<file path="src/inc/spcm_pkg.sv">
// Package of constants for the serial port control block.
// Notes on behaviour
// - Overwrite bit set replaces unread receive byte
// - Empty transmit sends zero or last byte
// - Trigger bit set: write starts, tx-empty interrupt
// - Trigger bit clear: read starts, rx-full interrupt
// - Order bit set shifts least significant first
// - Wired-or bit makes data outputs open-drain
// - Polarity bit sets serial clock idle level
// - Phase bit puts clock pulse at bit start
// - Role bit chooses master or slave
// - Enable bit clear switches port off
// - Transmit flush ignores writes, sends fill byte
// - Receive flush discards data, read still starts
package spcm_pkg;
  localparam logic [3:0] ADDR_CTRL = 4'h0;
  localparam logic [3:0] ADDR_TX = 4'h1;
  localparam logic [3:0] ADDR_RX = 4'h2;
  localparam logic [3:0] ADDR_DIV = 4'h3;
  localparam logic [3:0] ADDR_IRQ_STAT = 4'h4;
  localparam logic [3:0] ADDR_IRQ_MASK = 4'h5;
  localparam logic [3:0] ADDR_STATUS = 4'h6;
  localparam int B_EN = 0;
  localparam int B_MASTER = 1;
  localparam int B_CPHA = 2;
  localparam int B_CPOL = 3;
  localparam int B_WOM = 4;
  localparam int B_LSB = 5;
  localparam int B_TMDE = 6;
  localparam int B_ZEN = 7;
  localparam int B_ROW = 8;
  localparam int B_RFLH = 12;
  localparam int B_TFLH = 13;
  localparam logic [15:0] CTRL_RESET = 16'h0000;
  localparam logic [7:0] DIV_RESET = 8'h1B;
  localparam logic [7:0] ZERO_BYTE = 8'h00;
  localparam int IRQ_TX = 0;
  localparam int IRQ_RX = 1;
  localparam int IRQ_OVF = 2;
  localparam logic [2:0] IRQ_RESET = 3'h0;
  localparam logic [3:0] BIT_COUNT = 4'h8;
  typedef enum logic [1:0] {SPCM_IDLE, SPCM_FIRST, SPCM_SECOND} spcm_phase_e;
endpackage : spcm_pkg

</file>
<file path="src/inc/spcm_link_if.sv">
// Interface carrying shifter control and results between modules.
`timescale 1ns/1ps
`default_nettype none
interface spcm_link_if;
  logic start;
  logic [7:0] tx_byte;
  logic lsb_first;
  logic cpol;
  logic cpha;
  logic master;
  logic busy;
  logic done;
  logic [7:0] rx_byte;
  modport ctrl(output start, tx_byte, lsb_first, cpol, cpha, master,
               input busy, done, rx_byte);
  modport shift(input start, tx_byte, lsb_first, cpol, cpha, master,
                output busy, done, rx_byte);
endinterface : spcm_link_if
`default_nettype wire

</file>
<file path="src/hdl/spcm_shifter.sv">
// Byte shifter for master and slave roles.
`timescale 1ns/1ps
`default_nettype none
module spcm_shifter (
  input wire logic clk,
  input wire logic sys_rst,
  input wire logic tick,
  input wire logic sclk_s,
  input wire logic cs_n_s,
  input wire logic din_s,
  output logic sclk_o,
  output logic dout,
  spcm_link_if.shift lk
);
  spcm_pkg::spcm_phase_e ph_reg, ph_next;
  logic [7:0] sh_reg, sh_next;
  logic [7:0] rx_reg, rx_next;
  logic [3:0] cnt_reg, cnt_next;
  logic sclk_reg, sclk_next;
  logic prev_reg, prev_next;
  logic done_reg, done_next;
  logic lsb_reg, lsb_next;
  logic pol_reg, pol_next;
  logic pha_reg, pha_next;
  logic mst_reg, mst_next;
  logic lead, trail, lvl;
  logic out_bit;

  assign lvl = sclk_s ^ pol_reg;
  assign out_bit = lsb_reg ? sh_reg[0] : sh_reg[7];
  // In master mode the phase counter walks on tick; as slave, pin edges.
  assign lead = mst_reg ? (tick && ph_reg == spcm_pkg::SPCM_FIRST)
                        : (lvl && !prev_reg && !cs_n_s);
  assign trail = mst_reg ? (tick && ph_reg == spcm_pkg::SPCM_SECOND)
                         : (!lvl && prev_reg && !cs_n_s);

  always_comb begin
    ph_next = ph_reg;
    sh_next = sh_reg;
    rx_next = rx_reg;
    cnt_next = cnt_reg;
    sclk_next = sclk_reg;
    prev_next = lvl;
    done_next = 1'b0;
    lsb_next = lsb_reg;
    pol_next = pol_reg;
    pha_next = pha_reg;
    mst_next = mst_reg;
    if (ph_reg == spcm_pkg::SPCM_IDLE) begin
      lsb_next = lk.lsb_first;
      pol_next = lk.cpol;
      pha_next = lk.cpha;
      mst_next = lk.master;
      sclk_next = lk.cpol;
      prev_next = 1'b0;
      if (lk.start) begin
        ph_next = spcm_pkg::SPCM_FIRST;
        sh_next = lk.tx_byte;
        cnt_next = 4'h0;
      end
    end else begin
      // A master ends one half bit after the last bit, so that the final
      // clock pulse of a phase-clear frame is completed before idling.
      if (lead) begin
        if (mst_reg && cnt_reg == spcm_pkg::BIT_COUNT) begin
          ph_next = spcm_pkg::SPCM_IDLE;
          done_next = 1'b1;
          sclk_next = pol_reg;
        end else begin
          if (mst_reg) begin
            ph_next = spcm_pkg::SPCM_SECOND;
            sclk_next = pha_reg ? ~pol_reg : pol_reg;
            // Data moves at bit boundaries, away from the sampling edge.
            if (cnt_reg != 4'h0) begin
              sh_next = lsb_reg ? {1'b0, sh_reg[7:1]} : {sh_reg[6:0], 1'b0};
            end
          end
          if (!pha_reg && !mst_reg) begin
            rx_next = lsb_reg ? {din_s, rx_reg[7:1]} : {rx_reg[6:0], din_s};
          end
        end
      end
      if (trail) begin
        if (mst_reg) begin
          sclk_next = pha_reg ? pol_reg : ~pol_reg;
        end
        if (pha_reg || mst_reg) begin
          rx_next = lsb_reg ? {din_s, rx_reg[7:1]} : {rx_reg[6:0], din_s};
        end
        if (!mst_reg) begin
          sh_next = lsb_reg ? {1'b0, sh_reg[7:1]} : {sh_reg[6:0], 1'b0};
        end
        cnt_next = cnt_reg + 4'h1;
        if (mst_reg) begin
          ph_next = spcm_pkg::SPCM_FIRST;
        end else if (cnt_reg + 4'h1 == spcm_pkg::BIT_COUNT) begin
          ph_next = spcm_pkg::SPCM_IDLE;
          done_next = 1'b1;
        end
      end
      if (!mst_reg && cs_n_s) begin
        ph_next = spcm_pkg::SPCM_IDLE;
      end
    end
  end

  always_ff @(posedge clk) begin
    if (sys_rst) begin
      ph_reg <= spcm_pkg::SPCM_IDLE;
      sh_reg <= 8'h00;
      rx_reg <= 8'h00;
      cnt_reg <= 4'h0;
      sclk_reg <= 1'b0;
      prev_reg <= 1'b0;
      done_reg <= 1'b0;
      lsb_reg <= 1'b0;
      pol_reg <= 1'b0;
      pha_reg <= 1'b0;
      mst_reg <= 1'b0;
    end else begin
      ph_reg <= ph_next;
      sh_reg <= sh_next;
      rx_reg <= rx_next;
      cnt_reg <= cnt_next;
      sclk_reg <= sclk_next;
      prev_reg <= prev_next;
      done_reg <= done_next;
      lsb_reg <= lsb_next;
      pol_reg <= pol_next;
      pha_reg <= pha_next;
      mst_reg <= mst_next;
    end
  end

  assign sclk_o = sclk_reg;
  assign dout = out_bit;
  assign lk.busy = (ph_reg != spcm_pkg::SPCM_IDLE);
  assign lk.done = done_reg;
  assign lk.rx_byte = rx_reg;
endmodule : spcm_shifter
`default_nettype wire

</file>
<file path="src/hdl/spcm_sync.sv">
// Two flip-flop synchroniser for pin inputs.
`timescale 1ns/1ps
`default_nettype none
module spcm_sync (
  input wire logic clk,
  input wire logic sys_rst,
  input wire logic din,
  output logic dout
);
  logic meta_reg;
  logic meta_next;
  logic out_next;
  always_comb begin
    meta_next = din;
    out_next = meta_reg;
  end
  always_ff @(posedge clk) begin
    if (sys_rst) begin
      meta_reg <= 1'b0;
      dout <= 1'b0;
    end else begin
      meta_reg <= meta_next;
      dout <= out_next;
    end
  end
endmodule : spcm_sync
`default_nettype wire

</file>
<file path="src/hdl/spcm_top.sv">
// Serial peripheral port with control register, divider and interrupts.
//
// Added by the designer: the plain strobed port and the address map.
`timescale 1ns/1ps
`default_nettype none
module spcm_top (
  input wire logic clk,
  input wire logic sys_rst,
  input wire logic [3:0] addr,
  input wire logic [15:0] wdata,
  input wire logic wr_en,
  input wire logic rd_en,
  output logic [15:0] rdata,
  output logic irq,
  input wire logic sclk_i,
  output logic sclk_o,
  output logic sclk_oe,
  input wire logic cs_n_i,
  output logic cs_n_o,
  output logic cs_n_oe,
  input wire logic mosi_i,
  output logic mosi_o,
  output logic mosi_oe,
  input wire logic miso_i,
  output logic miso_o,
  output logic miso_oe
);
  spcm_link_if lk ();
  logic sclk_s, cs_n_s, mosi_s, miso_s;
  logic [15:0] ctrl_reg, ctrl_next;
  logic [7:0] div_reg, div_next;
  logic [7:0] dcnt_reg, dcnt_next;
  logic tick;
  logic [7:0] txd_reg, txd_next;
  logic txv_reg, txv_next;
  logic [7:0] last_reg, last_next;
  logic [7:0] rxd_reg, rxd_next;
  logic rxv_reg, rxv_next;
  logic [2:0] ist_reg, ist_next;
  logic [2:0] imsk_reg, imsk_next;
  logic [15:0] rdata_next;
  logic start;
  logic [7:0] send_byte;
  logic en, mst, wom, sout, wr_tx, rd_rx;
  logic [2:0] ev;

  spcm_sync u_sync_sclk (.clk(clk), .sys_rst(sys_rst), .din(sclk_i),
    .dout(sclk_s));
  spcm_sync u_sync_cs (.clk(clk), .sys_rst(sys_rst), .din(cs_n_i),
    .dout(cs_n_s));
  spcm_sync u_sync_mosi (.clk(clk), .sys_rst(sys_rst), .din(mosi_i),
    .dout(mosi_s));
  spcm_sync u_sync_miso (.clk(clk), .sys_rst(sys_rst), .din(miso_i),
    .dout(miso_s));

  spcm_shifter u_shift (
    .clk(clk),
    .sys_rst(sys_rst),
    .tick(tick),
    .sclk_s(sclk_s),
    .cs_n_s(cs_n_s),
    .din_s(mst ? miso_s : mosi_s),
    .sclk_o(sclk_o),
    .dout(sout),
    .lk(lk.shift)
  );

  assign en = ctrl_reg[spcm_pkg::B_EN];
  assign mst = ctrl_reg[spcm_pkg::B_MASTER];
  assign wom = ctrl_reg[spcm_pkg::B_WOM];
  assign wr_tx = wr_en && addr == spcm_pkg::ADDR_TX;
  assign rd_rx = rd_en && addr == spcm_pkg::ADDR_RX;

  // Divider gives the half-bit enable for master clocking.
  assign tick = (dcnt_reg == 8'h00);

  // An empty or flushed queue shifts the fill byte.
  always_comb begin
    if (txv_reg && !ctrl_reg[spcm_pkg::B_TFLH]) begin
      send_byte = txd_reg;
    end else if (ctrl_reg[spcm_pkg::B_ZEN]) begin
      send_byte = spcm_pkg::ZERO_BYTE;
    end else begin
      send_byte = last_reg;
    end
  end

  // A master starts bytes on queued data or an RX read; a slave starts whenever enabled and selected.
  always_comb begin
    start = 1'b0;
    if (en && !lk.busy) begin
      if (!mst) begin
        start = !cs_n_s;
      end else if (ctrl_reg[spcm_pkg::B_TMDE]) begin
        start = txv_reg;
      end else begin
        start = rd_rx;
      end
    end
  end

  assign lk.start = start;
  assign lk.tx_byte = send_byte;
  assign lk.lsb_first = ctrl_reg[spcm_pkg::B_LSB];
  assign lk.cpol = ctrl_reg[spcm_pkg::B_CPOL];
  assign lk.cpha = ctrl_reg[spcm_pkg::B_CPHA];
  assign lk.master = mst;

  always_comb begin
    ctrl_next = ctrl_reg;
    div_next = div_reg;
    dcnt_next = (tick || !lk.busy) ? div_reg : dcnt_reg - 8'h01;
    txd_next = txd_reg;
    txv_next = txv_reg;
    last_next = last_reg;
    rxd_next = rxd_reg;
    rxv_next = rxv_reg;
    imsk_next = imsk_reg;
    ev = 3'h0;
    if (wr_en && addr == spcm_pkg::ADDR_CTRL) begin
      ctrl_next = wdata;
    end
    if (wr_en && addr == spcm_pkg::ADDR_DIV) begin
      div_next = wdata[7:0];
    end
    if (wr_en && addr == spcm_pkg::ADDR_IRQ_MASK) begin
      imsk_next = wdata[2:0];
    end
    if (wr_tx && !ctrl_reg[spcm_pkg::B_TFLH]) begin
      txd_next = wdata[7:0];
      txv_next = 1'b1;
    end
    if (rd_rx) begin
      rxv_next = 1'b0;
    end
    if (start) begin
      last_next = send_byte;
      if (txv_reg && !ctrl_reg[spcm_pkg::B_TFLH]) begin
        txv_next = 1'b0;
        ev[spcm_pkg::IRQ_TX] = ctrl_reg[spcm_pkg::B_TMDE] && !wr_tx;
      end
    end
    if (lk.done && en && !ctrl_reg[spcm_pkg::B_RFLH]) begin
      if (!rxv_reg || rd_rx || ctrl_reg[spcm_pkg::B_ROW]) begin
        rxd_next = lk.rx_byte;
        rxv_next = 1'b1;
        ev[spcm_pkg::IRQ_RX] = !ctrl_reg[spcm_pkg::B_TMDE];
      end
      ev[spcm_pkg::IRQ_OVF] = rxv_reg && !rd_rx;
    end
    // A new event wins over a write-one clear in the same cycle.
    ist_next = ist_reg;
    if (wr_en && addr == spcm_pkg::ADDR_IRQ_STAT) begin
      ist_next = ist_reg & ~wdata[2:0];
    end
    ist_next = ist_next | ev;
  end

  always_comb begin
    rdata_next = 16'h0000;
    if (rd_en) begin
      unique case (addr)
        spcm_pkg::ADDR_CTRL: rdata_next = ctrl_reg;
        spcm_pkg::ADDR_RX: rdata_next = {8'h00, rxd_reg};
        spcm_pkg::ADDR_DIV: rdata_next = {8'h00, div_reg};
        spcm_pkg::ADDR_IRQ_STAT: rdata_next = {13'h0000, ist_reg};
        spcm_pkg::ADDR_IRQ_MASK: rdata_next = {13'h0000, imsk_reg};
        spcm_pkg::ADDR_STATUS: rdata_next = {13'h0000, lk.busy, rxv_reg,
          txv_reg};
        default: rdata_next = 16'h0000;
      endcase
    end
  end

  always_ff @(posedge clk) begin
    if (sys_rst) begin
      ctrl_reg <= spcm_pkg::CTRL_RESET;
      div_reg <= spcm_pkg::DIV_RESET;
      dcnt_reg <= spcm_pkg::DIV_RESET;
      txd_reg <= 8'h00;
      txv_reg <= 1'b0;
      last_reg <= 8'h00;
      rxd_reg <= 8'h00;
      rxv_reg <= 1'b0;
      ist_reg <= spcm_pkg::IRQ_RESET;
      imsk_reg <= spcm_pkg::IRQ_RESET;
      rdata <= 16'h0000;
    end else begin
      ctrl_reg <= ctrl_next;
      div_reg <= div_next;
      dcnt_reg <= dcnt_next;
      txd_reg <= txd_next;
      txv_reg <= txv_next;
      last_reg <= last_next;
      rxd_reg <= rxd_next;
      rxv_reg <= rxv_next;
      ist_reg <= ist_next;
      imsk_reg <= imsk_next;
      rdata <= rdata_next;
    end
  end

  assign irq = |(ist_reg & imsk_reg);
  // Pins idle undriven when disabled; open-drain only pulls low.
  assign sclk_oe = en && mst;
  assign cs_n_o = !lk.busy;
  assign cs_n_oe = en && mst;
  assign mosi_o = sout;
  assign mosi_oe = en && mst && lk.busy && (!wom || !sout);
  assign miso_o = sout;
  assign miso_oe = en && !mst && !cs_n_s && (!wom || !sout);
endmodule : spcm_top
`default_nettype wire

</file>
<file path="config.mk">
export PLATFORM = sky130hd
export DESIGN_NAME = spcm_top
export DESIGN_NICKNAME = d
export VERILOG_FILES = /design/src/inc/spcm_pkg.sv /design/src/inc/spcm_link_if.sv /design/src/hdl/spcm_shifter.sv /design/src/hdl/spcm_sync.sv /design/src/hdl/spcm_top.sv
export SDC_FILE = /design/constraint.sdc
export NUM_CORES = 1
export LEC_CHECK = 0
export BUFFER_PORTS_ARGS = -buffer_cell sky130_fd_sc_hd__buf_4
export CORE_ASPECT_RATIO = 1.4
export CORE_MARGIN = 3
export CORE_UTILIZATION = 45
export DETAILED_ROUTE_END_ITERATION = 6
export GPL_ROUTABILITY_DRIVEN = 0
export SYNTH_ARGS = -nofsm -noshare
export SYNTH_HDL_FRONTEND = slang
export SYNTH_SLANG_ARGS = --single-unit
</file>
<file path="constraint.sdc">
create_clock -name clk -period 2.3 [get_ports clk]
set_clock_uncertainty 0.05 [all_clocks]
set_input_delay 0.46 -clock clk [delete_from_list [all_inputs] [get_ports clk]]
set_output_delay 0.46 -clock clk [all_outputs]
set_load 0.05 [all_outputs]
</file>
; ---- Yosys cells after proc, flatten, opt, wreduce, memory -nomap -nowiden
; Index checks and enable logic that the tools add are counted.
[totals]
out_inout_bits = 25
elab_cells = 171
regBits = 117
in_bits = 28
[classes]
addsub = 2
muxes = 62
reduce_logical = 59
n_eq_ne = 11
n_bitwise = 7
[op_table]
columns = cell, n
row1 = 8-bit 2-to-1 mux, 18
row2 = 16-bit case mux with 6 select lines, 1
row3 = 1-bit 2-to-1 mux, 29
row4 = 1-bit logical AND, 28
row5 = 2-bit 2-to-1 mux, 10
row6 = 1-bit zero test, 15
row7 = "4-bit by 3-bit equality test with 1-bit output, second input constant", 3
row8 = 4-bit 2-to-1 mux, 3
row9 = "4-bit by 2-bit equality test with 1-bit output, second input constant", 2
row10 = "4-bit equality test, second input constant", 2
row11 = 8-bit zero test, 1
row12 = "8-bit by 1-bit subtractor with 8-bit output, second input constant", 1
row13 = 3-bit bitwise AND, 2
row14 = 1-bit logical OR, 5
row15 = "4-bit by 1-bit adder with 4-bit output, second input constant", 1
row16 = "4-bit by 1-bit equality test with 1-bit output, second input constant", 1
row17 = 4-bit zero test, 1
row18 = 2-bit AND reduction, 2
row19 = 2-bit nonzero test, 2
row20 = 4-bit nonzero test, 1
row21 = 2-bit OR reduction, 2
row22 = 3-bit 2-to-1 mux, 1
row23 = 3-bit NOT, 1
row24 = 3-bit bitwise OR, 1
row25 = 7 further kinds, 8

; ---- Depth between registers and ports, before layout
[logic_depth]
depth_word = 10
ltp_mapped = 9
mapped_depth_nobuf = 7

; ---- By module
; A second synthesis with hierarchy kept.
[hier_totals]
cells_unflattened = 621
area_unflattened_um2 = 5459.0
[by_module_without_submodules]
columns = module, seq_area_each_um2, n_inst, area_each_um2, cells_each
row1 = spcm_top, 1601.5, 1, 3559.7, 412
row2 = spcm_shifter, 580.6, 1, 1689.1, 193
row3 = spcm_sync, 40.0, 4, 52.6, 4

; ---- Least setup slack after synthesis
; OpenSTA, ideal clock, no wires.
[synth_path]
kind = register to output
start = reg u_shift.ph_reg[1]
end = out mosi_oe
n_path_buf = 1
arrival_time_ns = 2.565
path_stages_with_launch = 5
path_slack_ns = -0.775
required_ns = 1.790
cell_sequence = dfxtp_1 -> or2_2 -> clkbuf_1 -> clkinv_1 -> a211oi_1
[synth_via]
elab_chain_len = 3
[synth_lines]
columns = element, line
row1 = start: declaration, spcm_shifter.sv:15  ; spcm_pkg::spcm_phase_e ph_reg, ph_next;
row2 = start signal: assignment, spcm_shifter.sv:109  ; ph_reg <= spcm_pkg::SPCM_IDLE;
row3 = start signal: assignment, spcm_shifter.sv:121  ; ph_reg <= ph_next;
row4 = 2-bit nonzero test, spcm_shifter.sv:137  ; assign lk.busy = (ph_reg != spcm_pkg::SPCM_IDLE);
row5 = 1-bit logical AND (2 in series), spcm_top.sv:209  ; assign mosi_oe = en && mst && lk.busy && (!wom || !sout);
row6 = end: declaration, spcm_top.sv:23  ; output logic mosi_oe,
; Every way passes these cells.

; ---- Final worst setup path
; Same ends and word-level chain as after synthesis.

==> metrics.txt <==
# TYPE chip_impl_metric gauge
chip_impl_info{name="outcome",value="finished clean"} 1
chip_impl_info{name="mostFrequentLayoutCell",value="sky130_fd_sc_hd__dfxtp_1"} 1
chip_impl_metric{name="reg2reg_depth",unit=""} 4
chip_impl_metric{name="worstPathArrival",unit="ns"} 1.67
chip_impl_metric{name="via_count_of_the_first_global_routing_pass",unit=""} 4080
chip_impl_metric{name="grt_max_degree",unit=""} 33
chip_impl_metric{name="max_freq",unit="GHz"} 0.4594
chip_impl_info{name="end_kind",value="output port"} 1
chip_impl_metric{name="finalWirelength",unit="µm"} 13030
chip_impl_metric{name="grt_overflow_total",unit=""} 0
chip_impl_metric{name="number_of_enable_flip_flop_cells_after_synthesis",unit=""} 0
chip_impl_info{name="cts_root_buffer",value="sky130_fd_sc_hd__clkbuf_16"} 1
chip_impl_metric{name="dpl.hpwl",unit="µm"} 9369
chip_impl_info{name="hold_path.class",value="input pin to flop"} 1
chip_impl_info{name="cts_tree",value="built"} 1
chip_impl_metric{name="filler_cell_count",unit=""} 991
chip_impl_info{name="timing.critical_path.from_type",value="flop"} 1
chip_impl_metric{name="buffer_ports.inserted",unit=""} 52
chip_impl_metric{name="ios",unit=""} 53
chip_impl_metric{name="cts_inserted_buffers",unit=""} 17
chip_impl_metric{name="maxCapViolCount",unit=""} 0
chip_impl_metric{name="slew-limit-headroom",unit="%"} 31.09
chip_impl_metric{name="fin_setup_tns",unit="ns"} 0
chip_impl_metric{name="clock_latency",unit="ns"} 0.41
chip_impl_metric{name="grt_antenna_before_repair",unit=""} 0
chip_impl_metric{name="static_leakage",unit="nW"} 2.476
chip_impl_metric{name="first_pass_iters",unit=""} 5
chip_impl_metric{name="synthesis.nets",unit=""} 609
chip_impl_metric{name="netlist_area",unit="µm²"} 5167
chip_impl_info{name="regToRegEndpoint",value="u_shift.sclk_o$_SDFF_PP0_"} 1
chip_impl_metric{name="total_power_density_per_cell_area",unit="nW/µm²"} 805.0
chip_impl_metric{name="placement.setup.worst_slack",unit="ns"} 0.1158
chip_impl_metric{name="drt_first_iter_violations",unit=""} 287
chip_impl_metric{name="route.detailed.drc",unit=""} 0
chip_impl_metric{name="number_of_clock_sinks_seen_by_cts",unit=""} 117
chip_impl_metric{name="postCtsSetupRepairBufs",unit=""} 0
chip_impl_metric{name="dieWidth",unit="µm"} 96.57
chip_impl_metric{name="synth_cell_types",unit=""} 60
chip_impl_metric{name="net_count_final",unit=""} 666
chip_impl_info{name="worstSetupEndpoint",value="mosi_oe"} 1
chip_impl_metric{name="antenna_cells_inserted",unit=""} 0
chip_impl_metric{name="power.total",unit="W"} 0.005174
chip_impl_metric{name="die_height",unit="µm"} 132.8
chip_impl_metric{name="final_util",unit="%"} 58.24
chip_impl_info{name="grt_setup_unrepaired",value="false"} 1
chip_impl_metric{name="timing.critical_path.fanout_max",unit=""} 9
chip_impl_info{name="critPathKind",value="flop to output port"} 1
chip_impl_metric{name="cts.reportedPaths.clkPinSlew",unit="ns"} 0.06
chip_impl_metric{name="ys_warn_count",unit=""} 0
chip_impl_metric{name="grt_first_pass_wirelength",unit="µm"} 20810
chip_impl_metric{name="fin_cells",unit=""} 789
chip_impl_metric{name="synth-async-reset-ratio",unit="%"} 0
chip_impl_metric{name="grt_use_total",unit="%"} 21.44
chip_impl_metric{name="area_delta_synth_final",unit="%"} 24.38
chip_impl_metric{name="starting_density_of_the_core",unit="%"} 46.83
chip_impl_metric{name="wl_per_cell",unit="µm"} 16.51
chip_impl_metric{name="final_hold_vios",unit=""} 0
chip_impl_metric{name="timing_worst_slew_pin_value",unit="ns"} 1.032
chip_impl_metric{name="detail_route.vias_per_cell",unit=""} 5.425
chip_impl_info{name="mostFrequentLayoutCells",value="sky130_fd_sc_hd__dfxtp_1, sky130_fd_sc_hd__nand2_1, sky130_fd_sc_hd__buf_4"} 1
chip_impl_metric{name="antenna_violating_nets_post_route",unit=""} 0
chip_impl_metric{name="ctsHtreeMaxLevel",unit=""} 4
chip_impl_metric{name="ir_worst_vdd",unit="mV"} 0.6025
chip_impl_metric{name="floorplan.core_area",unit="µm²"} 11040
chip_impl_metric{name="ctsLongestPathBuffers",unit=""} 2
chip_impl_metric{name="yosys_register_bits",unit=""} 117
chip_impl_metric{name="fin_crit",unit="ns"} 2.177
chip_impl_info{name="worst_r2r_startpoint",value="dcnt_reg[5]$_SDFF_PP0_"} 1
chip_impl_metric{name="number_of_placed_instances_taps_included",unit=""} 757
chip_impl_metric{name="core_rows",unit=""} 45
chip_impl_metric{name="min_delay_path_depth",unit=""} 2
chip_impl_info{name="synth_top_flop_cell",value="sky130_fd_sc_hd__dfxtp_1"} 1
chip_impl_metric{name="setup_viol",unit=""} 0
chip_impl_metric{name="drv_slew",unit=""} 0
chip_impl_metric{name="syn-instance-count",unit=""} 578
chip_impl_metric{name="cts_hold_buf",unit=""} 0
chip_impl_metric{name="post_layout_worst_setup_margin",unit="ns"} 0.1233
chip_impl_metric{name="fin_crit_sh",unit="%"} 94.64
chip_impl_metric{name="fp.dieArea",unit="µm²"} 12820
chip_impl_metric{name="ys_seq_area_share",unit="%"} 45.33
chip_impl_metric{name="reg2reg_setup_slack",unit="ns"} 0.17
chip_impl_metric{name="final_layout_size_suffix_gt1_share",unit="%"} 21.45
chip_impl_info{name="startpoint",value="u_shift.ph_reg[1]$_SDFFE_PP0P_"} 1
chip_impl_metric{name="syn_avg_cell_area",unit="µm²"} 8.940
chip_impl_metric{name="route.vias.total",unit=""} 4280
chip_impl_metric{name="critical_path_required",unit="ns"} 1.79
==> critical path, cell delays in order (launching register included) <==
cell                       delay (ns)
sky130_fd_sc_hd__dfxtp_2         0.41
sky130_fd_sc_hd__or2_2           0.16
sky130_fd_sc_hd__clkinv_2        0.17
sky130_fd_sc_hd__a211oi_2        0.31
sky130_fd_sc_hd__buf_6           0.20
==> layout make-up <==
cell class | instances | area [µm²] | share of cell area, %
sequential | 117 | 2345 | 36.48
timing repair buffer | 74 | 584.3 | 9.091
inverter | 17 | 65.06 | 1.012
multi-input combinational | 408 | 2604 | 40.51
clock buffer | 17 | 425.4 | 6.619
clock inverter | 15 | 227.7 | 3.543
tap | 141 | 176.4 | 2.745
==> report_power, final <==
group	internal, W	total, W	switching [W]
Sequential	0.00205	0.00206	0.0000149
Clock	0.00193	0.00290	0.000974
Combinational	0.0000845	0.000206	0.000121
==> worst min-delay path by stage <==
| stage | startpoint | endpoint |
|---|---|---|
| after floorplan | u_sync_cs.meta_reg$_SDFF_PP0_ | u_sync_cs.dout$_SDFF_PP0_ |
| after global placement | u_sync_sclk.meta_reg$_SDFF_PP0_ | u_sync_sclk.dout$_SDFF_PP0_ |
| after detailed placement | u_sync_cs.meta_reg$_SDFF_PP0_ | u_sync_cs.dout$_SDFF_PP0_ |
| after CTS | cs_n_i | u_sync_cs.meta_reg$_SDFF_PP0_ |
| after global routing | mosi_i | u_sync_mosi.meta_reg$_SDFF_PP0_ |
| final | cs_n_i | u_sync_cs.meta_reg$_SDFF_PP0_ |
==> synth_stat cells, drive strengths merged, types with 5 or more instances <==
cell       n  area share (%)
clkbuf    24             1.7
nor2b     10             1.2
o2bb2ai    6             1.1
nand3b    11             1.6
o21ai     14             1.4
nor2      71             5.2
dfxtp    117              45
nand2     81             5.9
xnor2      7             1.2
nand2b     5            0.61
a22oi      6            0.87
a21oi     45             4.5
buf       12             1.5
a211oi    21             3.4
mux2       9             2.0
nor3b      8             1.2
inv       16             1.2
and2       9             1.1
nor3       6            0.58
mux2i     48             9.3
==> metal layers <==
metal	vias to the layer above	global-route usage, %	share of wire, %
li1	2114	-	-
met1	2007	26.37	42
met2	131	34.72	49
met3	28	5.176	4.9
met4	0	9.984	3.3
met5	-	0	0
==> cells by family after synthesis <==
logic type               share of synthesized area, %
adder cells (fa/ha/maj)                        0.7265
buffers and inverters                           4.455
AND/OR/NAND/NOR                                 21.26
AO/OA/AOI/OAI                                   14.60
multiplexers                                    11.77
XOR/XNOR                                        1.864
flip-flops                                      45.33
==> through the flow <==
stage          hold slack (ns)  instance area, µm²
3_3_place_gp            0.3694                5768
5_1_grt                 0.1956                6427
2_1_floorplan           0.3638                5177
6_report                0.2047                6427
4_1_cts                 0.1919                6422
3_5_place_dp            0.3704                5768
==> repair_timing <==
item	CTS	global route
resized for setup	1	2
pin swaps	0	2
endpoints found under the setup margin	1	3
(Power assumes the default switching activity.)
